File: src/sqe_pkg.sv
package sqe_pkg;
   // ----------------------------------------
   // resolution and angle
   // ----------------------------------------
   localparam int ANG_W = 16;
   localparam logic [14:0] RES_MIN = 15'h0040;
   localparam logic [14:0] RES_MAX = 15'h4000;
   localparam logic [14:0] RES_RST = 15'h0400;
   localparam int RES_W = 15;
   // ----------------------------------------
   // command decoder states
   // ----------------------------------------
   typedef enum logic [1:0] {
      SQE_IDLE = 2'b01,
      SQE_LOAD = 2'b10
   } sqe_cmd_t;
endpackage : sqe_pkg

File: src/sqe_quad.sv
// ----------------------------------------
// angle to quadrature phase converter
// ----------------------------------------
module sqe_quad (
   // clock and reset
   input wire logic mclk,
   input wire logic rst_n,
   // angle and scale
   input wire logic [sqe_pkg::ANG_W-1:0] angle,
   input wire logic [sqe_pkg::RES_W-1:0] res,
   // quarter-period index
   output logic [sqe_pkg::RES_W+1:0] pos_r
);
   import sqe_pkg::*;
   // quarter-cycle count = angle * res * 4 / 2^16
   localparam int PW = ANG_W + RES_W + 2;
   wire logic [PW-1:0] prod;
   assign prod = PW'(angle) * PW'({res, 2'b00});
   always_ff @(posedge mclk or negedge rst_n) begin
      if (!rst_n) begin
         pos_r <= '0;
      end else begin
         pos_r <= prod[ANG_W+RES_W+1:ANG_W];
      end
   end
endmodule : sqe_quad

File: src/sqe_encoder.sv
// Contract
// - two channels, 64 to 16384 pulses per revolution
// - channel b leads a by 90 deg CW
// - one marker pulse per electrical revolution
// - strobed parallel command sets pulse resolution
module sqe_encoder (
   // clock and reset
   input wire logic mclk,
   input wire logic rst_n,
   // resolver angle, electrical
   input wire logic [sqe_pkg::ANG_W-1:0] angle,
   // resolution command
   input wire logic pulse_resolution_command,
   input wire logic [sqe_pkg::RES_W-1:0] cmd_res,
   output logic cmd_refused,
   output logic [sqe_pkg::RES_W-1:0] res_r,
   // encoder outputs
   output logic enc_a_r,
   output logic enc_b_r,
   output logic enc_c_r,
   output logic enc_a_n_r,
   output logic enc_b_n_r,
   output logic enc_c_n_r
);
   import sqe_pkg::*;
   // ----------------------------------------
   // input synchroniser for angle
   // ----------------------------------------
   logic [ANG_W-1:0] ang_s1_r;
   logic [ANG_W-1:0] ang_s2_r;
   always_ff @(posedge mclk or negedge rst_n) begin
      if (!rst_n) begin
         ang_s1_r <= '0;
         ang_s2_r <= '0;
      end else begin
         ang_s1_r <= angle;
         ang_s2_r <= ang_s1_r;
      end
   end
   // ----------------------------------------
   // resolution command
   // ----------------------------------------
   function automatic logic res_ok(input logic [RES_W-1:0] r);
      res_ok = (r >= RES_MIN) && (r <= RES_MAX);
   endfunction : res_ok
   sqe_cmd_t st_r;
   sqe_cmd_t st_nxt;
   logic [RES_W-1:0] res_nxt;
   wire logic cmd_good;
   assign cmd_good = res_ok(cmd_res);
   assign cmd_refused = pulse_resolution_command && !cmd_good;
   always_comb begin
      st_nxt = st_r;
      res_nxt = res_r;
      unique case (st_r)
         SQE_IDLE: begin
            if (pulse_resolution_command && cmd_good) begin
               st_nxt = SQE_LOAD;
               res_nxt = cmd_res;
            end
         end
         SQE_LOAD: begin
            st_nxt = SQE_IDLE;
         end
         default: begin
            st_nxt = SQE_IDLE;
         end
      endcase
   end
   always_ff @(posedge mclk or negedge rst_n) begin
      if (!rst_n) begin
         st_r <= SQE_IDLE;
         res_r <= RES_RST;
      end else begin
         st_r <= st_nxt;
         res_r <= res_nxt;
      end
   end
   // ----------------------------------------
   // quadrature generation
   // ----------------------------------------
   logic [RES_W+1:0] pos;
   sqe_quad u_quad (
      .mclk(mclk),
      .rst_n(rst_n),
      .angle(ang_s2_r),
      .res(res_r),
      .pos_r(pos)
   );
   // gray of quarter index: CW (rising angle) makes b lead a
   wire logic a_nxt;
   wire logic b_nxt;
   wire logic c_nxt;
   assign b_nxt = ~pos[1];
   assign a_nxt = pos[1] ^ pos[0];
   // marker only in first quarter-period (pos zero) of electrical revolution
   assign c_nxt = (pos == '0);
   always_ff @(posedge mclk or negedge rst_n) begin
      if (!rst_n) begin
         enc_a_r <= 1'b0;
         enc_b_r <= 1'b1;
         enc_c_r <= 1'b0;
         enc_a_n_r <= 1'b1;
         enc_b_n_r <= 1'b0;
         enc_c_n_r <= 1'b1;
      end else begin
         enc_a_r <= a_nxt;
         enc_b_r <= b_nxt;
         enc_c_r <= c_nxt;
         enc_a_n_r <= ~a_nxt;
         enc_b_n_r <= ~b_nxt;
         enc_c_n_r <= ~c_nxt;
      end
   end
endmodule : sqe_encoder

File: config.mk
export PLATFORM = sky130hd
export DESIGN_NAME = sqe_encoder
export DESIGN_NICKNAME = d
export VERILOG_FILES = /design/src/sqe_pkg.sv /design/src/sqe_quad.sv /design/src/sqe_encoder.sv
export SDC_FILE = /design/constraint.sdc
export NUM_CORES = 1
export LEC_CHECK = 0
export ABC_AREA = 1
export BUFFER_PORTS_ARGS = -buffer_cell sky130_fd_sc_hd__buf_4
export CORE_UTILIZATION = 55
export DETAILED_ROUTE_END_ITERATION = 10
export GPL_TIMING_DRIVEN = 0
export PLACE_DENSITY = 0.73
export SETUP_SLACK_MARGIN = 0.02
export SLEW_MARGIN = 25
export SYNTH_ARGS = -nofsm -noshare
export SYNTH_HDL_FRONTEND = slang
export SYNTH_SLANG_ARGS = --single-unit
File: constraint.sdc
create_clock -name mclk -period 7.2 [get_ports mclk]
set_input_delay 1.44 -clock mclk [delete_from_list [all_inputs] [get_ports mclk]]
set_output_delay 1.44 -clock mclk [all_outputs]
set_load 0.01 [all_outputs]
## Word-level counts from Yosys, hierarchy flattened

Index checks and enable logic that the tools add are counted.

| operators by class | value |
|---|---|
| multiply operators | 1 |
| magnitude comparators | 2 |
| equality and inequality tests | 2 |
| muxes and demuxes | 2 |
| bitwise logic cells | 4 |
| reductions and logical operators | 6 |

Operator list:

| operator | count |
|---|---|
| $mul 16x15->31 | 1 |
| $logic_not 17->1 | 1 |
| $ge 15x7->1 const B | 1 |
| $le 15x15->1 const B | 1 |
| $mux 2 | 2 |
| $logic_and 1x1->1 | 3 |
| $not 1->1 | 3 |
| $eq 2x1->1 const B | 1 |
| $ne 2x2->1 const B | 1 |
| $reduce_and 2->1 | 1 |
| $logic_not 1->1 | 1 |
| $xor 1x1->1 | 1 |

| word-level totals | value |
|---|---|
| flip-flop bits (word level) | 72 |
| input bits | 34 |
| output and inout port bits | 22 |
| word-level logic and storage cells | 28 |

## Longest topological paths before layout

| logic depth | value |
|---|---|
| depth after elaboration | 5 |
| mapped depth | 27 |
| depth with buffers taken out | 25 |

## By module

Synthesis repeated with hierarchy kept, for this count alone.

| unflattened totals | value |
|---|---|
| cells, all modules | 1304 |
| area total of the unflattened synthesis | 10590.2 um^2 |

Modules (own cells, without submodules):

| module | times used | cells each | area each (um^2) | sequential area each (um^2) |
|---|---|---|---|---|
| sqe_quad | 1 | 1164 | 8659.6 | 425.4 |
| sqe_encoder | 1 | 140 | 1930.6 | 1382.6 |

## Worst setup path after synthesis

No wires, ideal clock.

| path | value |
|---|---|
| path kind | register to register |
| from | register res_r[10] (netlist name) |
| to | register u_quad.pos_r[15] (netlist name) |
| setup time | 0.116 ns |
| data arrival time | 5.223 ns |
| required time | 7.084 ns |
| setup slack | 1.860 ns |
| stages on the path, launching flop included | 22 |
| buffers on the path | 2 |
| clock period less this slack | 5.340 ns |
| cells stage by stage | dfstp_2 > clkbuf_1 > clkbuf_1 > nand2_1 > fa_1 > inv_1 > fa_1 > fa_1 > fa_1 > fa_1 > inv_1 > fa_1 > inv_1 > ha_1 > a21oi_1 > o21ai_0 > a21oi_1 > nor2_1 > nor2_1 > nand2_1 > nand2_1 > nand2_1 |

| on the way | value |
|---|---|
| cells in the longest elaborated chain, start to end | 1 |

Ends and longest elaborated chain:

| item | line | source |
|---|---|---|
| start: declaration | sqe_encoder.sv:16 | `output logic [sqe_pkg::RES_W-1:0] res_r,` |
| start signal: assignment | sqe_encoder.sv:76 | `res_r <= res_nxt;` |
| $mul 16x15->31 | sqe_quad.sv:18 | `assign prod = PW'(angle) * PW'({res, 2'b00});` |
| via u_quad.prod[31] | sqe_quad.sv:17 | `wire logic [PW-1:0] prod;` |
| end signal: assignment | sqe_quad.sv:23 | `pos_r <= prod[ANG_W+RES_W+1:ANG_W];` |
| end: declaration | sqe_quad.sv:12 | `output logic [sqe_pkg::RES_W+1:0] pos_r` |

The timed path passes the listed nets, and every way through them passes these cells.
A chain may end at the register's enable or synchronous reset.

## Final worst setup path

| path | value |
|---|---|
| from | register res_r[10] (netlist name) |
| to | register u_quad.pos_r[16] (netlist name) |

The elaborated chain is that of the path after synthesis.

==> results.toml <==
[timing]
setup_violations = 0
fin_tns_setup_ns = 0
fmax_mhz = 156
holdWs_ns = 0.347
skew_ns = 0.0108
period_needed_ns = 6.40
rsz0062_at_grt = "no"
worstMarginPinSlew_ns = 0.918
relSlewSlack_pct = 38.8
hold_violations = 0
finalCritPeriodShare_pct = 88.9
maxSlewViolCount = 0

[setup_path]
path_max_fanout = 10
crit_cells = 21
cp.arrival_ns = 6.64
cpMostUsedCell = "fa_1"
r2r_start = "res_r[10]$_DFFE_PN1P_"
setup.worst_path.start = "res_r[10]$_DFFE_PN1P_"
crit_path_end_kind = "flop"
regToRegEndpoint = "u_quad.pos_r[16]$_DFF_PN0_"
rr_worst_depth = 21
cp_top_family = "adder cells"
critPathCapture = "u_quad.pos_r[16]$_DFF_PN0_"
worstPathCellList = "clkbuf_1 > clkbuf_1 > nand2_1 > fa_1 > inv_1 > fa_1 > fa_1 > fa_1 > fa_1 > inv_1 > fa_1 > inv_1 > ha_1 > a21oi_1 > o21ai_0 > a21oi_1 > nor2_1 > nor2_1 > nand2_1 > nand2_1 > nand2_1"
reg2reg_slack_ns = 0.80
cp.required_ns = 7.44
start_kind = "flop"
crit_buf_inv = 5
slowest_stage = "fa_1"
critPathKind = "reg -> reg"
worst_path_largest_cell_delay_ns = 0.57

[clocking]
cts_resized = 0
cts_buffers = 9
cts.reportedPaths.clkPinSlew_ns = 0.07
clock_latency_ns = 0.36
cts_setup_buffers = 0
clockBufferDepth = 2
cts_num_sinks = 72
cts_root_buf = "clkbuf_16"
post_cts_hold_buffer_count = 0
cts_max_level = 3
cts_tree = "done"

[routing]
wirelength_um = 27800
avgViaCountPerCell = 5.16
drc_errors = 0
dr_total_vias = 8448
firstDrtPassIters = 5
avgRoutedWirePerCell_um = 17.0
antenna_left = 0
drt_iter0_drc = 631

[global_route]
grt_util_all_layers_pct = 30.6
antenna_found_initial = 0
overflow = 0
grt_max_degree = 73
grt_pass1_vias = 8771
grt_pass1_wl_um = 45400

[logic_synthesis]
netlist.area_leader.share_pct = 34.0
synth_nets = 1637
syn-cell-area_um2 = 10500
synth_warnings = 0
synth_area_leaders = "fa_1 34%, dfrtp_1 16%, nand2_1 14%"
ys_ff_latch = 72
netlist_instances = 1331
synth-seq-area-share_pct = 17.2
yosysUniqueCellTypes = 35
syn_avg_cell_area_um2 = 7.91
synth_top_cell_by_area = "fa_1"

[floorplanning]
die_y_um = 140
coreArea_um2 = 18700
die_area_um2 = 19700
num_rows = 50
start_util_pct = 56.3
pin_count = 56
fp.dieW_um = 140

[outcome]
outcome = "complete, no violations"

[finish]
final_cells = 1636
nNetsFinal = 1703
n_antenna_cell = 0
multi_input_area_um2 = 7090
fill_cells = 1712
seqCellArea_um2 = 1810
drive_gt1_share_pct = 6.56
final_util_pct = 61.7
area.growth.synth_to_final_pct = 9.65

[job]
drv_cap = 0

[placement]
dpl.cell_count = 1620
post-dp-hpwl_um = 23200
io_buffer_count = 55
gp_congestion = 0.959

[worst_hold_path]
hold_class = "reg -> reg"
==> per-layer routing <==
metal / global-route usage [%] / vias to the layer above / routed length (um)
met2: 50.0 / 363 / 13100
met4: 12.4 / 0 / 1240
met1: 39.2 / 4079 / 11200
met5: 0 / - / 0
li1: - / 3925 / -
met3: 7.25 / 81 / 2240
==> kinds of logic after synthesis <==
family                     after synthesis  share of synthesized area [%]
AOI/OAI and AO/OA                       62                           3.10
buffers and inverters                  431                           15.5
xor gates and xnor gates                 8                          0.666
and+or+nand+nor                        486                           18.4
DFF                                     72                           17.2
adders and majority gates              272                           45.1
==> state kept, by name, summed over array words and instances (netlist names) <==
| register | count |
|---|---|
| u_quad.pos_r | 17 |
| ang_s1_r | 16 |
| ang_s2_r | 16 |
| res_r | 15 |
| st_r | 2 |
| enc_a_n_r | 1 |
| enc_a_r | 1 |
| enc_b_n_r | 1 |
| enc_b_r | 1 |
| enc_c_n_r | 1 |
| enc_c_r | 1 |
==> synth_stat cells, drive strengths merged <==
cell,instances
nand3b,4
dfrtp,67
nand2,389
and3,2
a21o,3
nor4,5
o21ai,23
o21bai,1
buf,4
o21a,1
fa,179
clkinv,1
inv,382
a21oi,34
nand3,23
xnor2,3
ha,93
nor2,50
or2,2
nand4,3
nor3,8
xor2,5
dfstp,5
clkbuf,44
==> worst min path at each step <==
| stage | depth (start not counted) | endpoint | start |
|---|---|---|---|
| 6_report | 0 | ang_s2_r[3]$_DFF_PN0_ | ang_s1_r[3]$_DFF_PN0_ |
| 5_1_grt | 0 | ang_s2_r[5]$_DFF_PN0_ | ang_s1_r[5]$_DFF_PN0_ |
| 2_1_floorplan | 0 | ang_s2_r[0]$_DFF_PN0_ | ang_s1_r[0]$_DFF_PN0_ |
| 4_1_cts | 0 | ang_s2_r[3]$_DFF_PN0_ | ang_s1_r[3]$_DFF_PN0_ |
| 3_5_place_dp | 0 | ang_s2_r[0]$_DFF_PN0_ | ang_s1_r[0]$_DFF_PN0_ |
| 3_3_place_gp | 0 | ang_s2_r[3]$_DFF_PN0_ | ang_s1_r[3]$_DFF_PN0_ |
==> through the flow <==
| stage | cell area, um^2 | setup WS, ns |
|---|---|---|
| 6_report | 11500 | 0.800 |
| 5_1_grt | 11500 | 0.518 |
| 4_1_cts | 11500 | 0.820 |
| 3_5_place_dp | 11200 | 0.843 |
| 3_3_place_gp | 11200 | 0.873 |
| 2_1_floorplan | 10500 | 1.86 |
==> placed cells by master (no fill, tap or decap), types with 8 or more instances in the layout <==
cell type,instances
dfrtp_1,67
nand3_1,22
a21oi_1,34
clkbuf_1,44
buf_4,56
fa_1,179
nor3_1,8
ha_1,93
inv_1,381
nor2_1,48
nand2_1,384
o21ai_0,21
clkbuf_16,9
==> layout make-up <==
type,count,area share [%]
Buffer,48,1.68
Multi-Input combinational cell,828,61.4
Clock inverter,7,0.737
Timing Repair Buffer,55,3.58
Clock buffer,9,1.95
Inverter,383,12.5
Tap cell,234,2.54
Sequential cell,72,15.7
Power is left out: the tool's default activity adds up to more than one toggle a clock period on the data nets, which glitch-free logic cannot reach.
